## src/tdb_pkg.sv

```systemverilog
// package: register map, field layout and carriers of the tile debug register set
package tdb_pkg;

   // ==========================================================
   // sizes
   localparam int unsigned DATA_W      = 32;
   localparam int unsigned ADDR_W      = 8;
   localparam int unsigned NUM_THREADS = 8;
   localparam int unsigned THREAD_W    = 3;
   localparam int unsigned NUM_IBRK    = 4;
   localparam int unsigned UNIT_W      = 2;
   localparam int unsigned NUM_SCRATCH = 8;
   localparam int unsigned SCR_IDX_W   = 3;

   // ==========================================================
   // register indices
   localparam logic [7:0] OFS_MEM_SIZE  = 8'h0c;
   localparam logic [7:0] OFS_SSR       = 8'h10;
   localparam logic [7:0] OFS_SPC       = 8'h11;
   localparam logic [7:0] OFS_SSP       = 8'h12;
   localparam logic [7:0] OFS_RR_THREAD = 8'h13;
   localparam logic [7:0] OFS_RR_REG    = 8'h14;
   localparam logic [7:0] OFS_CAUSE     = 8'h15;
   localparam logic [7:0] OFS_INFO      = 8'h16;
   localparam logic [7:0] OFS_RUN_INH   = 8'h18;
   localparam logic [7:0] OFS_SCRATCH   = 8'h20;
   localparam logic [7:0] OFS_IBRK_ADDR = 8'h30;
   localparam logic [7:0] OFS_IBRK_CTRL = 8'h40;
   localparam logic [7:0] OFS_DWATCH    = 8'h50;

   // ==========================================================
   // field layout
   localparam logic [31:0] SSR_WR_MASK    = 32'h0000_06df;
   localparam logic [31:0] SSR_KEEP_MASK  = 32'h0000_07df;
   localparam logic [31:0] RR_THREAD_MASK = 32'h0000_00ff;
   localparam logic [31:0] RR_REG_MASK    = 32'h0000_001f;
   localparam logic [31:0] RUN_INH_MASK   = 32'h0000_00ff;
   localparam logic [31:0] CAUSE_MASK     = 32'h0003_ff07;
   localparam logic [31:0] IBRK_CTRL_MASK = 32'h00ff_0003;
   localparam logic [31:0] MEM_LOW_MASK   = 32'hffff_fffc;
   localparam int unsigned CAUSE_LSB      = 0;
   localparam int unsigned CAUSE_THR_LSB  = 8;
   localparam int unsigned CAUSE_UNIT_LSB = 16;
   localparam int unsigned IBRK_EN_BIT    = 0;
   localparam int unsigned IBRK_NEQ_BIT   = 1;
   localparam int unsigned IBRK_THR_LSB   = 16;

   // ==========================================================
   // cause codes
   localparam logic [2:0] CAUSE_NONE   = 3'h0;
   localparam logic [2:0] CAUSE_HOST   = 3'h1;
   localparam logic [2:0] CAUSE_DEBUG_CALL_INSTRUCTION  = 3'h2;
   localparam logic [2:0] CAUSE_IBRK   = 3'h3;
   localparam logic [2:0] CAUSE_DWATCH = 3'h4;
   localparam logic [2:0] CAUSE_RWATCH = 3'h5;

   // ==========================================================
   // carriers
   typedef struct packed {
      logic        wr;
      logic        rd;
      logic [7:0]  addr;
      logic [31:0] wdata;
   } tdb_req_t;

   typedef struct packed {
      logic        valid;
      logic [31:0] saved_status_word;
      logic [31:0] saved_program_counter;
      logic [31:0] saved_stack_pointer;
   } tdb_entry_t;

   typedef struct packed {
      logic        valid;
      logic [2:0]  thread;
      logic [31:0] pc;
   } tdb_pc_t;

   typedef struct packed {
      logic [3:0]  hit;
      logic [2:0]  thread;
      logic [31:0] info;
   } tdb_watch_t;

endpackage : tdb_pkg

```

## src/tdb_debug_regs.sv

```systemverilog
// tile debug state, cause capture, scratch and instruction breakpoint registers
// What this block does
// - read-only memory size register, bits 31:2 address top, bits 1:0 reserved.
// - on debugger entry capture saved status word; debugger may read and write it.
// - status bits 7 fast,6 paused,4 kernel,3 irq handler,2 event seq,1 irq,0 events.
// - bit 9 issue mode for kernel entry; bit 8 current issue mode read-only.
// - bit 10 address space id writable; bits 31:11 and 5 read reserved.
// - on debugger entry capture saved program counter, 32-bit, debugger writable.
// - on debugger entry capture saved stack pointer, 32-bit, debugger writable.
// - 3-bit cause field, reset 0: host, call, ibreak, data watch, resource watch.
// - 2-bit unit number field; zero for host and call; lowest unit wins.
// - 8-bit thread field of the interrupt; zero for a host request.
// - data register takes watch address or resource identifier.
// - threads set in 8-bit run-inhibit vector do not run outside debug mode.
// - eight scratch words, also reachable through tile configuration port.
// - four instruction breakpoints with address registers; interrupt on pc match.
// - per-breakpoint 8 thread enable bits, reset 0, gate which threads break.
// - control bit 1 picks sense: 0 equal, 1 not equal; resets 0.
// - control bit 0 enables the breakpoint; resets 0.
// - four 32-bit first-address registers for the data watchpoints.
`timescale 1ns/10ps
module tdb_debug_regs #(
   parameter logic [29:0] MEM_TOP_BITS = 30'h0000_4000
) (
   input  wire logic               core_clk,
   input  wire logic               reset_n,
   input  wire tdb_pkg::tdb_req_t  ps_req,
   output logic [31:0]             ps_rdata_ff,
   output logic                    ps_rvalid_ff,
   input  wire tdb_pkg::tdb_req_t  cfg_req,
   output logic [31:0]             cfg_rdata_ff,
   output logic                    cfg_rvalid_ff,
   input  wire tdb_pkg::tdb_entry_t entry,
   input  wire tdb_pkg::tdb_pc_t   pc_mon,
   input  wire logic               debug_call_instruction_valid,
   input  wire logic [2:0]         debug_call_instruction_thread,
   input  wire logic               host_dbg_req_pin,
   input  wire tdb_pkg::tdb_watch_t dwatch,
   input  wire tdb_pkg::tdb_watch_t rwatch,
   input  wire logic               in_debug,
   output logic                    debug_irq_ff,
   output logic [7:0]              thread_stop_ff,
   output logic [31:0]             ssr_ff,
   output logic [31:0]             spc_ff,
   output logic [31:0]             ssp_ff,
   output logic [7:0]              rr_thread_ff,
   output logic [4:0]              rr_reg_ff
);

   // ==========================================================
   // elaboration checks
   if (tdb_pkg::NUM_THREADS != 8 || tdb_pkg::NUM_IBRK != 4) begin : g_bad_cfg
      $error("tdb_debug_regs: only 8 threads and 4 breakpoints supported");
   end

   // ==========================================================
   // storage
   logic [31:0] scratch_ff   [tdb_pkg::NUM_SCRATCH];
   logic [31:0] ibrk_addr_ff [tdb_pkg::NUM_IBRK];
   logic [31:0] ibrk_ctrl_ff [tdb_pkg::NUM_IBRK];
   logic [31:0] dwatch_ff    [tdb_pkg::NUM_IBRK];
   logic [31:0] cause_ff;
   logic [31:0] info_ff;
   logic [7:0]  run_inh_ff;
   logic        host_meta_ff;
   logic        host_sync_ff;
   logic        host_prev_ff;

   // ==========================================================
   // decode
   logic        wr_ssr;
   logic        wr_spc;
   logic        wr_ssp;
   logic        wr_cause;
   logic        wr_info;
   logic [3:0]  ibrk_hit;
   logic        host_evt;
   logic        nxt_fire;
   logic [2:0]  nxt_cause;
   logic [1:0]  nxt_unit;
   logic [7:0]  nxt_thread;
   logic [31:0] nxt_info;
   logic [31:0] nxt_ps_rdata;

   assign wr_ssr   = ps_req.wr && ps_req.addr == tdb_pkg::OFS_SSR;
   assign wr_spc   = ps_req.wr && ps_req.addr == tdb_pkg::OFS_SPC;
   assign wr_ssp   = ps_req.wr && ps_req.addr == tdb_pkg::OFS_SSP;
   assign wr_cause = ps_req.wr && ps_req.addr == tdb_pkg::OFS_CAUSE;
   assign wr_info  = ps_req.wr && ps_req.addr == tdb_pkg::OFS_INFO;

   function automatic logic [1:0] lowest_unit(input logic [3:0] hits);
      logic [1:0] u;
      u = 2'h0;
      for (int i = 3; i >= 0; i--) begin
         if (hits[i]) begin
            u = 2'(i);
         end
      end
      return u;
   endfunction : lowest_unit

   // ==========================================================
   // host request pin synchroniser
   always_ff @(posedge core_clk or negedge reset_n) begin
      if (!reset_n) begin
         host_meta_ff <= 1'b0;
         host_sync_ff <= 1'b0;
         host_prev_ff <= 1'b0;
      end else begin
         host_meta_ff <= host_dbg_req_pin;
         host_sync_ff <= host_meta_ff;
         host_prev_ff <= host_sync_ff;
      end
   end

   assign host_evt = host_sync_ff && !host_prev_ff;

   // ==========================================================
   // breakpoint comparators
   for (genvar i = 0; i < tdb_pkg::NUM_IBRK; i++) begin : g_ibrk
      logic pc_eq;
      assign pc_eq = pc_mon.pc == ibrk_addr_ff[i];
      assign ibrk_hit[i] = pc_mon.valid && !in_debug
         && ibrk_ctrl_ff[i][tdb_pkg::IBRK_EN_BIT]
         && ibrk_ctrl_ff[i][tdb_pkg::IBRK_THR_LSB + 32'(pc_mon.thread)]
         && (ibrk_ctrl_ff[i][tdb_pkg::IBRK_NEQ_BIT] ? !pc_eq : pc_eq);
   end

   // ==========================================================
   // cause selection; host first, then call, breakpoint, watches
   always_comb begin
      nxt_fire   = 1'b1;
      nxt_cause  = tdb_pkg::CAUSE_NONE;
      nxt_unit   = 2'h0;
      nxt_thread = 8'h00;
      nxt_info   = info_ff;
      if (in_debug) begin
         nxt_fire = 1'b0;
      end else if (host_evt) begin
         nxt_cause = tdb_pkg::CAUSE_HOST;
      end else if (debug_call_instruction_valid) begin
         nxt_cause  = tdb_pkg::CAUSE_DEBUG_CALL_INSTRUCTION;
         nxt_thread = {5'h00, debug_call_instruction_thread};
      end else if (|ibrk_hit) begin
         nxt_cause  = tdb_pkg::CAUSE_IBRK;
         nxt_unit   = lowest_unit(ibrk_hit);
         nxt_thread = {5'h00, pc_mon.thread};
      end else if (|dwatch.hit) begin
         nxt_cause  = tdb_pkg::CAUSE_DWATCH;
         nxt_unit   = lowest_unit(dwatch.hit);
         nxt_thread = {5'h00, dwatch.thread};
         nxt_info   = dwatch.info;
      end else if (|rwatch.hit) begin
         nxt_cause  = tdb_pkg::CAUSE_RWATCH;
         nxt_unit   = lowest_unit(rwatch.hit);
         nxt_thread = {5'h00, rwatch.thread};
         nxt_info   = rwatch.info;
      end else begin
         nxt_fire = 1'b0;
      end
   end

   // ==========================================================
   // cause and data capture; hardware event beats a software write
   always_ff @(posedge core_clk or negedge reset_n) begin
      if (!reset_n) begin
         cause_ff     <= 32'h0000_0000;
         info_ff      <= 32'h0000_0000;
         debug_irq_ff <= 1'b0;
      end else begin
         debug_irq_ff <= nxt_fire;
         if (nxt_fire) begin
            cause_ff <= {14'h0000, nxt_unit, nxt_thread, 5'h00, nxt_cause};
            info_ff  <= nxt_info;
         end else begin
            if (wr_cause) begin
               cause_ff <= ps_req.wdata & tdb_pkg::CAUSE_MASK;
            end
            if (wr_info) begin
               info_ff <= ps_req.wdata;
            end
         end
      end
   end

   // ==========================================================
   // saved thread state snapshot; entry beats a debugger write
   always_ff @(posedge core_clk or negedge reset_n) begin
      if (!reset_n) begin
         ssr_ff <= 32'h0000_0000;
         spc_ff <= 32'h0000_0000;
         ssp_ff <= 32'h0000_0000;
      end else if (entry.valid) begin
         ssr_ff <= entry.saved_status_word & tdb_pkg::SSR_KEEP_MASK;
         spc_ff <= entry.saved_program_counter;
         ssp_ff <= entry.saved_stack_pointer;
      end else begin
         if (wr_ssr) begin
            // issue mode bit stays as captured, reserved bits stay zero
            ssr_ff <= (ps_req.wdata & tdb_pkg::SSR_WR_MASK)
                    | (ssr_ff & ~tdb_pkg::SSR_WR_MASK);
         end
         if (wr_spc) begin
            spc_ff <= ps_req.wdata;
         end
         if (wr_ssp) begin
            ssp_ff <= ps_req.wdata;
         end
      end
   end

   // ==========================================================
   // remote read operands and run inhibit
   always_ff @(posedge core_clk or negedge reset_n) begin
      if (!reset_n) begin
         rr_thread_ff <= 8'h00;
         rr_reg_ff    <= 5'h00;
         run_inh_ff   <= 8'h00;
      end else if (ps_req.wr) begin
         if (ps_req.addr == tdb_pkg::OFS_RR_THREAD) begin
            rr_thread_ff <= ps_req.wdata[7:0];
         end
         if (ps_req.addr == tdb_pkg::OFS_RR_REG) begin
            rr_reg_ff <= ps_req.wdata[4:0];
         end
         if (ps_req.addr == tdb_pkg::OFS_RUN_INH) begin
            run_inh_ff <= ps_req.wdata[7:0];
         end
      end
   end

   // stop applies only outside debug mode, so the debugger itself keeps running
   always_ff @(posedge core_clk or negedge reset_n) begin
      if (!reset_n) begin
         thread_stop_ff <= 8'h00;
      end else begin
         thread_stop_ff <= in_debug ? 8'h00 : run_inh_ff;
      end
   end

   // ==========================================================
   // per-unit registers and scratch words
   for (genvar i = 0; i < tdb_pkg::NUM_IBRK; i++) begin : g_unit_regs
      always_ff @(posedge core_clk or negedge reset_n) begin
         if (!reset_n) begin
            ibrk_addr_ff[i] <= 32'h0000_0000;
            ibrk_ctrl_ff[i] <= 32'h0000_0000;
            dwatch_ff[i]    <= 32'h0000_0000;
         end else if (ps_req.wr) begin
            if (ps_req.addr == tdb_pkg::OFS_IBRK_ADDR + 8'(i)) begin
               ibrk_addr_ff[i] <= ps_req.wdata;
            end
            if (ps_req.addr == tdb_pkg::OFS_IBRK_CTRL + 8'(i)) begin
               ibrk_ctrl_ff[i] <= ps_req.wdata & tdb_pkg::IBRK_CTRL_MASK;
            end
            if (ps_req.addr == tdb_pkg::OFS_DWATCH + 8'(i)) begin
               dwatch_ff[i] <= ps_req.wdata;
            end
         end
      end
   end

   // both ports share one word; the status port wins a same-cycle clash
   for (genvar i = 0; i < tdb_pkg::NUM_SCRATCH; i++) begin : g_scratch
      always_ff @(posedge core_clk or negedge reset_n) begin
         if (!reset_n) begin
            scratch_ff[i] <= 32'h0000_0000;
         end else if (ps_req.wr && ps_req.addr == tdb_pkg::OFS_SCRATCH + 8'(i)) begin
            scratch_ff[i] <= ps_req.wdata;
         end else if (cfg_req.wr && cfg_req.addr == tdb_pkg::OFS_SCRATCH + 8'(i)) begin
            scratch_ff[i] <= cfg_req.wdata;
         end
      end
   end

   // ==========================================================
   // read mux of the status port
   always_comb begin
      nxt_ps_rdata = 32'h0000_0000;
      case (ps_req.addr)
         tdb_pkg::OFS_MEM_SIZE:  nxt_ps_rdata = {MEM_TOP_BITS, 2'b00};
         tdb_pkg::OFS_SSR:       nxt_ps_rdata = ssr_ff;
         tdb_pkg::OFS_SPC:       nxt_ps_rdata = spc_ff;
         tdb_pkg::OFS_SSP:       nxt_ps_rdata = ssp_ff;
         tdb_pkg::OFS_RR_THREAD: nxt_ps_rdata = {24'h000000, rr_thread_ff};
         tdb_pkg::OFS_RR_REG:    nxt_ps_rdata = {27'h0000000, rr_reg_ff};
         tdb_pkg::OFS_CAUSE:     nxt_ps_rdata = cause_ff;
         tdb_pkg::OFS_INFO:      nxt_ps_rdata = info_ff;
         tdb_pkg::OFS_RUN_INH:   nxt_ps_rdata = {24'h000000, run_inh_ff};
         default: begin
            if (ps_req.addr[7:3] == tdb_pkg::OFS_SCRATCH[7:3]) begin
               nxt_ps_rdata = scratch_ff[ps_req.addr[2:0]];
            end else if (ps_req.addr[7:2] == tdb_pkg::OFS_IBRK_ADDR[7:2]) begin
               nxt_ps_rdata = ibrk_addr_ff[ps_req.addr[1:0]];
            end else if (ps_req.addr[7:2] == tdb_pkg::OFS_IBRK_CTRL[7:2]) begin
               nxt_ps_rdata = ibrk_ctrl_ff[ps_req.addr[1:0]];
            end else if (ps_req.addr[7:2] == tdb_pkg::OFS_DWATCH[7:2]) begin
               nxt_ps_rdata = dwatch_ff[ps_req.addr[1:0]];
            end
         end
      endcase
   end

   always_ff @(posedge core_clk or negedge reset_n) begin
      if (!reset_n) begin
         ps_rdata_ff   <= 32'h0000_0000;
         ps_rvalid_ff  <= 1'b0;
         cfg_rdata_ff  <= 32'h0000_0000;
         cfg_rvalid_ff <= 1'b0;
      end else begin
         ps_rvalid_ff  <= ps_req.rd;
         cfg_rvalid_ff <= cfg_req.rd;
         ps_rdata_ff   <= ps_req.rd ? nxt_ps_rdata : 32'h0000_0000;
         if (cfg_req.rd && cfg_req.addr[7:3] == tdb_pkg::OFS_SCRATCH[7:3]) begin
            cfg_rdata_ff <= scratch_ff[cfg_req.addr[2:0]];
         end else begin
            cfg_rdata_ff <= 32'h0000_0000;
         end
      end
   end

   // ==========================================================
   // checks
   property p_ibrk_cause;
      @(posedge core_clk) disable iff (!reset_n)
      (!in_debug && !host_evt && !debug_call_instruction_valid && ibrk_hit[0])
         |=> debug_irq_ff && cause_ff[2:0] == tdb_pkg::CAUSE_IBRK && cause_ff[17:16] == 2'h0;
   endproperty
   a_ibrk_cause: assert property (p_ibrk_cause) else $error("breakpoint 0 not recorded");

   property p_host_thread_zero;
      @(posedge core_clk) disable iff (!reset_n)
      (!in_debug && host_evt) |=> cause_ff[15:8] == 8'h00 && cause_ff[2:0] == tdb_pkg::CAUSE_HOST;
   endproperty
   a_host_thread_zero: assert property (p_host_thread_zero) else $error("host cause bad");

   property p_no_irq_in_debug;
      @(posedge core_clk) disable iff (!reset_n)
      in_debug |=> !debug_irq_ff;
   endproperty
   a_no_irq_in_debug: assert property (p_no_irq_in_debug) else $error("irq in debug");

   property p_entry_capture;
      @(posedge core_clk) disable iff (!reset_n)
      entry.valid |=> spc_ff == $past(entry.saved_program_counter) && ssp_ff == $past(entry.saved_stack_pointer)
         && ssr_ff == ($past(entry.saved_status_word) & tdb_pkg::SSR_KEEP_MASK);
   endproperty
   a_entry_capture: assert property (p_entry_capture) else $error("snapshot missed");

   property p_ssr_reserved;
      @(posedge core_clk) disable iff (!reset_n)
      ssr_ff[31:11] == 21'h000000 && !ssr_ff[5];
   endproperty
   a_ssr_reserved: assert property (p_ssr_reserved) else $error("status reserved set");

   property p_stop_vector;
      @(posedge core_clk) disable iff (!reset_n)
      (ps_req.wr && ps_req.addr == tdb_pkg::OFS_RUN_INH && !in_debug) ##1 !in_debug
         |=> thread_stop_ff == $past(ps_req.wdata[7:0], 2);
   endproperty
   a_stop_vector: assert property (p_stop_vector) else $error("stop vector wrong");

   property p_scratch_cfg;
      @(posedge core_clk) disable iff (!reset_n)
      (cfg_req.wr && !ps_req.wr && cfg_req.addr == tdb_pkg::OFS_SCRATCH)
         ##1 (ps_req.rd && !ps_req.wr && !cfg_req.wr && ps_req.addr == tdb_pkg::OFS_SCRATCH)
         |=> ps_rdata_ff == $past(cfg_req.wdata, 2);
   endproperty
   a_scratch_cfg: assert property (p_scratch_cfg) else $error("scratch not shared");

   property p_mem_size;
      @(posedge core_clk) disable iff (!reset_n)
      (ps_req.rd && ps_req.addr == tdb_pkg::OFS_MEM_SIZE) |=> ps_rvalid_ff && ps_rdata_ff[1:0] == 2'b00
         && ps_rdata_ff[31:2] == MEM_TOP_BITS;
   endproperty
   a_mem_size: assert property (p_mem_size) else $error("memory size wrong");

endmodule : tdb_debug_regs

```

## config.mk

```make
export PLATFORM = sky130hd
export DESIGN_NAME = tdb_debug_regs
export DESIGN_NICKNAME = d
export VERILOG_FILES = /design/src/tdb_pkg.sv /design/src/tdb_debug_regs.sv
export SDC_FILE = /design/constraint.sdc
export NUM_CORES = 2
export LEC_CHECK = 0
export BUFFER_PORTS_ARGS = -buffer_cell sky130_fd_sc_hd__buf_2
export CORE_AREA = 2 2 373 375
export CTS_CLUSTER_DIAMETER = 120
export DETAILED_ROUTE_END_ITERATION = 12
export DIE_AREA = 0 0 375 377
export GPL_TIMING_DRIVEN = 0
export PLACE_DENSITY = 0.43
export SYNTH_ARGS = -nofsm -noshare
export SYNTH_HDL_FRONTEND = slang
export SYNTH_SLANG_ARGS = --single-unit
```

## constraint.sdc

```tcl
create_clock -name core_clk -period 3.7 [get_ports core_clk]
set_clock_uncertainty 0.1 [all_clocks]
set_input_delay 0.185 -clock core_clk [delete_from_list [all_inputs] [get_ports core_clk]]
set_output_delay 0.185 -clock core_clk [all_outputs]
set_load 0.02 [all_outputs]
```

### Word-level counts from Yosys, hierarchy flattened

Cells that the tools add are included.

* output and inout bits: 184
* latch bits: 0
* memories: 0
* ROM bits: 0
* RAM bits: 0
* register bits: 811

* multiply operators: 0
* order comparisons: 4
* reduce and logical (&&, ||, !) cells: 74
* shift-type cells: 0
* div/mod/pow operators: 0
* add/subtract/negate cells: 1
* bitwise logic cells: 4
* mux-type cells: 103
* equal/unequal tests: 51

Operators with widths (number)
* 32-bit two-way mux: 48
* 32-bit one-hot mux with 9 select lines: 1
* 32-bit binary-select mux with 2-bit select: 3
* 32-bit binary-select mux with 3-bit select: 2
* 8-bit by 6-bit equality test with 1-bit output (second input constant): 20
* 32-bit equality test: 4
* 8-bit by 5-bit equality test with 1-bit output (second input constant): 8
* 8-bit by 7-bit equality test with 1-bit output (second input constant): 8
* 1-bit logical AND: 36
* 2-bit two-way mux: 18
* 3-bit two-way mux: 12
* 11-bit by 32-bit bitwise OR with 32-bit output: 1
* 2-bit AND reduction: 15
* 2-bit nonzero test: 13
* 1-bit binary-select mux with 5-bit select: 4
* 1-bit two-way mux: 14
* 6-bit by 5-bit equality test with 1-bit output (second input constant): 2
* 4-bit OR reduction: 3
* 5-bit by 3-bit equality test with 1-bit output (second input constant): 2
* 8-bit by 4-bit equality test with 1-bit output (second input constant): 1
* 4-bit greater-or-equal comparator (second input constant): 2
* 8-bit two-way mux: 1
* 2-bit inequality test (second input constant): 4
* 3-bit NOT with 4-bit output: 2
* other kinds (8): 13

### Logic depth before layout (Yosys ltp)

* depth after elaboration: 14
* mapped depth: 14
* mapped depth without buffers: 9

### Worst setup path after synthesis

No wires, ideal clock.

* path kind: register to register
* from: reg ibrk_ctrl_ff[119] (netlist name)
* to: reg info_ff[28]
* setup slack: 0.807 ns
* period minus slack after synthesis: 2.893 ns
* stages on the path, launching flop included: 12
* data arrival time: 2.669 ns
* buffers on the path: 2
* cell sequence: dfrtp_1 > mux4_2 > nand2b_1 > and4_1 > o211a_1 > nor3_2 > nand4_1 > o31a_1 > buf_6 > buf_6 > mux2_4 > mux2_2

* word-level cells in the longest chain between the ends: 11
* elaborated cells between the ends (all ways): 17
* classes of those cells: eq/ne (5); mux (7); reduce/logical (5)

Ends and longest elaborated chain
* start: declaration: line tdb_debug_regs.sv:60 `logic [31:0] ibrk_ctrl_ff [tdb_pkg::NUM_IBRK];`
* start signal: indexed assignment: line tdb_debug_regs.sv:254 `ibrk_ctrl_ff[i] <= ps_req.wdata & tdb_pkg::IBRK_CTRL_MASK;`
* 1-bit binary-select mux with 5-bit select *: line tdb_debug_regs.sv:125 `&& ibrk_ctrl_ff[i][tdb_pkg::IBRK_THR_LSB + 32'(pc_mon.thread)]`
* 1-bit two-way mux (implied by the code) *: line tdb_debug_regs.sv:125
* 1-bit logical AND *: line tdb_debug_regs.sv:125
* 1-bit logical AND *: line tdb_debug_regs.sv:126 `&& (ibrk_ctrl_ff[i][tdb_pkg::IBRK_NEQ_BIT] ? !pc_eq : pc_eq);`
* 4-bit OR reduction *: line tdb_debug_regs.sv:144 `end else if (|ibrk_hit) begin`
* 1-bit two-way mux: line tdb_debug_regs.sv:144
* 1-bit two-way mux: line tdb_debug_regs.sv:141 `end else if (debug_call_instruction_valid) begin`
* 1-bit two-way mux: line tdb_debug_regs.sv:139 `end else if (host_evt) begin`
* 1-bit two-way mux: line tdb_debug_regs.sv:137 `if (in_debug) begin`
* 3-bit by 1-bit inequality test with 1-bit output (no line) (tied with other cells)
* 6-bit AND reduction (no line)
* end signal: assignment: line tdb_debug_regs.sv:174 `info_ff <= nxt_info;`
* end signal: assignment: line tdb_debug_regs.sv:180 `info_ff <= ps_req.wdata;`
* end: declaration: line tdb_debug_regs.sv:63 `logic [31:0] info_ff;`

Every way passes the cells marked *; elsewhere a longest branch is shown, timed or not. The select of a mux whose other input is x is not followed.
A chain may end at the register's enable or synchronous reset.

### Worst setup path in the final report

* from: in ps_req[34] (netlist name)
* to: reg ps_rdata_ff[19]

* word-level cells in the longest chain between the ends: 7
* elaborated cells between the ends (all ways): 22
* classes of those cells: eq/ne (12); mux (9); bitwise (1)

Ends and longest elaborated chain
* start: declaration: line tdb_debug_regs.sv:27 `input wire tdb_pkg::tdb_req_t ps_req,`
* 3-bit NOT with 4-bit output (implied by the code) / 6-bit by 5-bit equality test with 1-bit output (equally long branches): line tdb_debug_regs.sv:292, tdb_debug_regs.sv:297
* 32-bit binary-select mux with 3-bit select / 32-bit two-way mux (equally long branches): line tdb_debug_regs.sv:292, tdb_debug_regs.sv:297
* 32-bit two-way mux (on tied branches): line tdb_debug_regs.sv:292, tdb_debug_regs.sv:295
* 32-bit two-way mux (on tied branches): line tdb_debug_regs.sv:292, tdb_debug_regs.sv:293
* 32-bit two-way mux: line tdb_debug_regs.sv:291 `if (ps_req.addr[7:3] == tdb_pkg::OFS_SCRATCH[7:3]) begin`
* 32-bit one-hot mux with 9 select lines *: line tdb_debug_regs.sv:280 `case (ps_req.addr)`
* 32-bit two-way mux *: line tdb_debug_regs.sv:313 `ps_rdata_ff <= ps_req.rd ? nxt_ps_rdata : 32'h0000_0000;`
* end signal: assignment: line tdb_debug_regs.sv:313
* end: declaration: line tdb_debug_regs.sv:28 `output logic [31:0] ps_rdata_ff,`

Marked as above.

==> impl_metrics.csv <==
group,metric,value,unit
global_routing,grt_max_degree,107,
clock_tree,htreeDepth,3,
die,coreArea,137000,um^2
drt,avgRoutedWirePerCell,30.9,um
worst_setup_path,required,4160,ps
logic_synthesis,yosys.area_share.simple,7.29,%
die,die_x,375,um
placed_design,dp_worst_setup_slack,-865,ps
drt,ant_nets,0,
logic_synthesis,synth_edf_count,0,
drt,wirelength,188000,um
outcome,outcome,"complete, no violations",
final_layout,nFillCells,13655,
power,pwr_density_cell,443,nW/um^2
worst_setup_path,path_max_fanout,10,
drt,top_layer,"met5",
clock_tree,cts.clk_slew.worst_paths,60,ps
power,p_leak,23.7,nW
clock_tree,clk_latency,730,ps
clock_tree,cts_num_sinks,770,
global_routing,grt-ovfl-total,0,
logic_synthesis,syn_area_per_cell,11.8,um^2
logic_synthesis,synth_compound_area_share,7.25,%
worst_setup_path,critPathCaptureType,"flip-flop",
clock_tree,cts-root-buf,"clkbuf_16",
timing,maxSlewHeadroom,11.0,%
timing,min_period_over_period,99.8,%
drt,dr.first_iter.drc_count,2928,
logic_synthesis,synthDistinctLibCells,56,
flow_run,drv_cap,0,
die,die_h,377,um
power,vdd_drop_max,0.000330,V
drt,route.met3.wl,10900,um
logic_synthesis,synth_warnings,0,
drt,num_vias,32650,
drt,wl_met1,79600,um
logic_synthesis,syn-cell-area,40900,um^2
logic_synthesis,yosys.area.top_type_share,47.1,%
timing,hold-worst-slack,24.8,ps
worst_setup_path,arrival,4150,ps
drt,drt-pass1-iter-count,6,
logic_synthesis,async_flop_share,100,%
logic_synthesis,yosys_most_used_dff,"dfrtp_1",
placed_design,dp_hpwl,138000,um
timing,fin_crit,3690,ps
die,io_pins,487,
logic_synthesis,yosys.area_share.adder,0,%
global_routing,grt_pass1_vias,33026,
drt,drcViolationCount,0,
clock_tree,cts_made_buffers,95,
worst_setup_path,critPathKind,"primary input to flip-flop",
timing,worstMarginPinSlew,1340,ps
logic_synthesis,synth-xor-area-share,2.74,%
final_layout,syn2layout_area_growth,25.0,%
worst_hold_path,hp-class,"primary input to flip-flop",
global_routing,grt_usage,26.3,%
logic_synthesis,synthCells,3463,
logic_synthesis,ys_seq_area_share,47.1,%
timing,setup_ws,5.75,ps
clock_tree,cts_tree,"done",
timing,report.final.setup_viol,0,
final_layout,final_nets,4513,
global_routing,grt_pass1_wl,263000,um
die,die-area,141000,um^2
final_layout,final_layout_size_suffix_gt1_share,29.0,%
global_routing,antenna_found_initial,37,
logic_synthesis,synth_area_leaders,"dfrtp_1 47%, mux4_2 11%, mux2_2 11%, mux2i_1 9.3%, a21oi_1 2.9%",
worst_setup_path,cp-start-kind,"primary input",
logic_synthesis,synth_area_leader_cell,"dfrtp_1",
logic_synthesis,ys_ff_latch,770,
timing,finalHoldViolations,0,
drt,vias_per_cell,5.36,
placed_design,port_buffers,394,
drt,wl_met2,91200,um
clock_tree,clockBufferDepth,3,
die,rows,136,
timing,slew_violations,0,
placed_design,place_congestion,0.900,
die,start_util,29.8,%
logic_synthesis,synth_top_family_by_area,"multiplexers",
timing,rsz0062_at_grt,"false",
timing,max_freq,0.271,GHz
logic_synthesis,muxShareOfSynthArea,31.9,%
critical path, cell delays in order:
cell	delay [ps]
buf_2	150
clkbuf_1	380
nor2_1	720
nand2_1	290
nor2_1	790
clkbuf_1	830
a222oi_1	360
a31oi_1	420
synthesized netlist by cell type, types with 2 or more instances:
master      n
dfrtp_1   770
mux2_2    406
mux2i_1   380
nor2_1    312
clkbuf_1  274
nand2_1   265
a21oi_1   235
mux4_2    206
o21ai_0   115
xor2_1     96
buf_1      47
a22oi_1    44
xnor2_1    32
nor4_1     31
buf_4      22
nor2b_1    22
a222oi_1   21
nand3_1    20
nand4_1    17
a31oi_1    16
a221oi_1   15
a41oi_1    13
buf_2       9
inv_1       8
nand2b_1    8
nor3_1      7
a221o_1     6
a22o_1      6
and3_1      6
a211oi_1    4
nor3b_1     4
or2_2       4
or3_1       4
buf_6       3
mux2_4      3
o22ai_1     3
o32a_1      3
and4_1      2
nand3b_1    2
o211a_1     2
o211ai_1    2
o21a_1      2
o22a_1      2
o31a_1      2
repair_timing:
action,4_1_cts,5_1_grt
hold buffers,221,0
endpoints found under the hold margin,619,0
setup buffers,6,0
setup endpoints to repair,49,41
resized for setup,24,13
pin swaps,5,2
layer usage:
layer | up-vias | track usage [%]
met5 | - | 0
met4 | 36 | 9.05
met3 | 292 | 4.49
met2 | 1105 | 43.8
met1 | 17157 | 34.6
li1 | 14060 | -
cell type report:
type                       count  area (um^2)  area share (%)
clock buffer                 147         2840            5.56
tap                         1794         2240            4.39
multi-input combinational   2351        20400            39.9
inverter                       8         30.0          0.0587
timing repair buffer         631         4510            8.82
clock inverter                28          335           0.656
antenna                       13         32.5          0.0636
sequential                   770        19300            37.7
buffer                       353         1470            2.87
state kept, by name, summed over array words and instances, names as in the netlist, 13 cells and up:
name	flops
cause_ff	13
cfg_rdata_ff	32
dwatch_ff	128
ibrk_addr_ff	128
ibrk_ctrl_ff	40
info_ff	32
ps_rdata_ff	32
scratch_ff	256
spc_ff	32
ssp_ff	32
metrics by stage:
step	TNS [ps]	power, mW	utilization, %	std cells	instance area [um^2]
finish	0	22.6	37.3	6095	51100
global route	0	23.4	37.3	6085	51100
CTS	0	22.8	37.3	6082	51000
detailed placement	-150050	12.8	33.2	5682	45400
global placement	-	12.8	33.0	5672	45200
floorplan	0	11.4	-	3484	41000
path summary, 6_finish.rpt:
check / from / end / slack (ps) / cells after the start
worst min register to register: host_meta_ff / host_sync_ff / 250 / 0
worst max register to register: ibrk_addr_ff[6] / info_ff[22] / 90 / 10
max in group asynchronous: reset_n / cfg_rdata_ff[5] / 1330 / 6
worst max-delay path: ps_req[34] / ps_rdata_ff[19] / 6 / 8
min in group asynchronous: reset_n / ssp_ff[25] / 540 / 4
worst min-delay path: entry[96] / ssp_ff[14] / 20 / 2
cell families (layout without fill, tap and decap cells):
kind of cell | count (synthesis) | count (layout)
AO/OA/AOI/OAI | 497 | 497
flip-flops | 770 | 770
other | 1 | 35
AND/OR/NAND/NOR | 709 | 709
XOR/XNOR | 128 | 128
multiplexers | 995 | 995
buffers and inverters | 363 | 1167
power by group:
group	internal (mW)	total, mW	leakage, nW	switching, mW
registers	9.08	9.61	10.3	0.535
logic	1.49	3.30	11.8	1.81
clock network	5.63	9.71	1.55	4.08
placed cells by master (no fill, tap or decap), types with 13 or more instances in the layout:
cell,n
conb_1,22
mux4_2,206
nand4_1,17
xor2_1,96
xnor2_1,27
nor2_1,311
nor2b_1,22
clkbuf_8,25
a221oi_1,15
a41oi_1,13
diode_2,13
a31oi_1,16
buf_1,41
o21ai_0,115
clkbuf_16,96
dlygate4sd3_1,220
buf_4,30
dfrtp_1,770
clkinv_2,13
clkbuf_1,297
mux2_2,406
a21oi_1,235
mux2i_1,379
buf_2,400
a22oi_1,44
nand2_1,265
nor4_1,19
nand3_1,20
a222oi_1,21
Note: power is estimated with default switching activity, not from simulation.
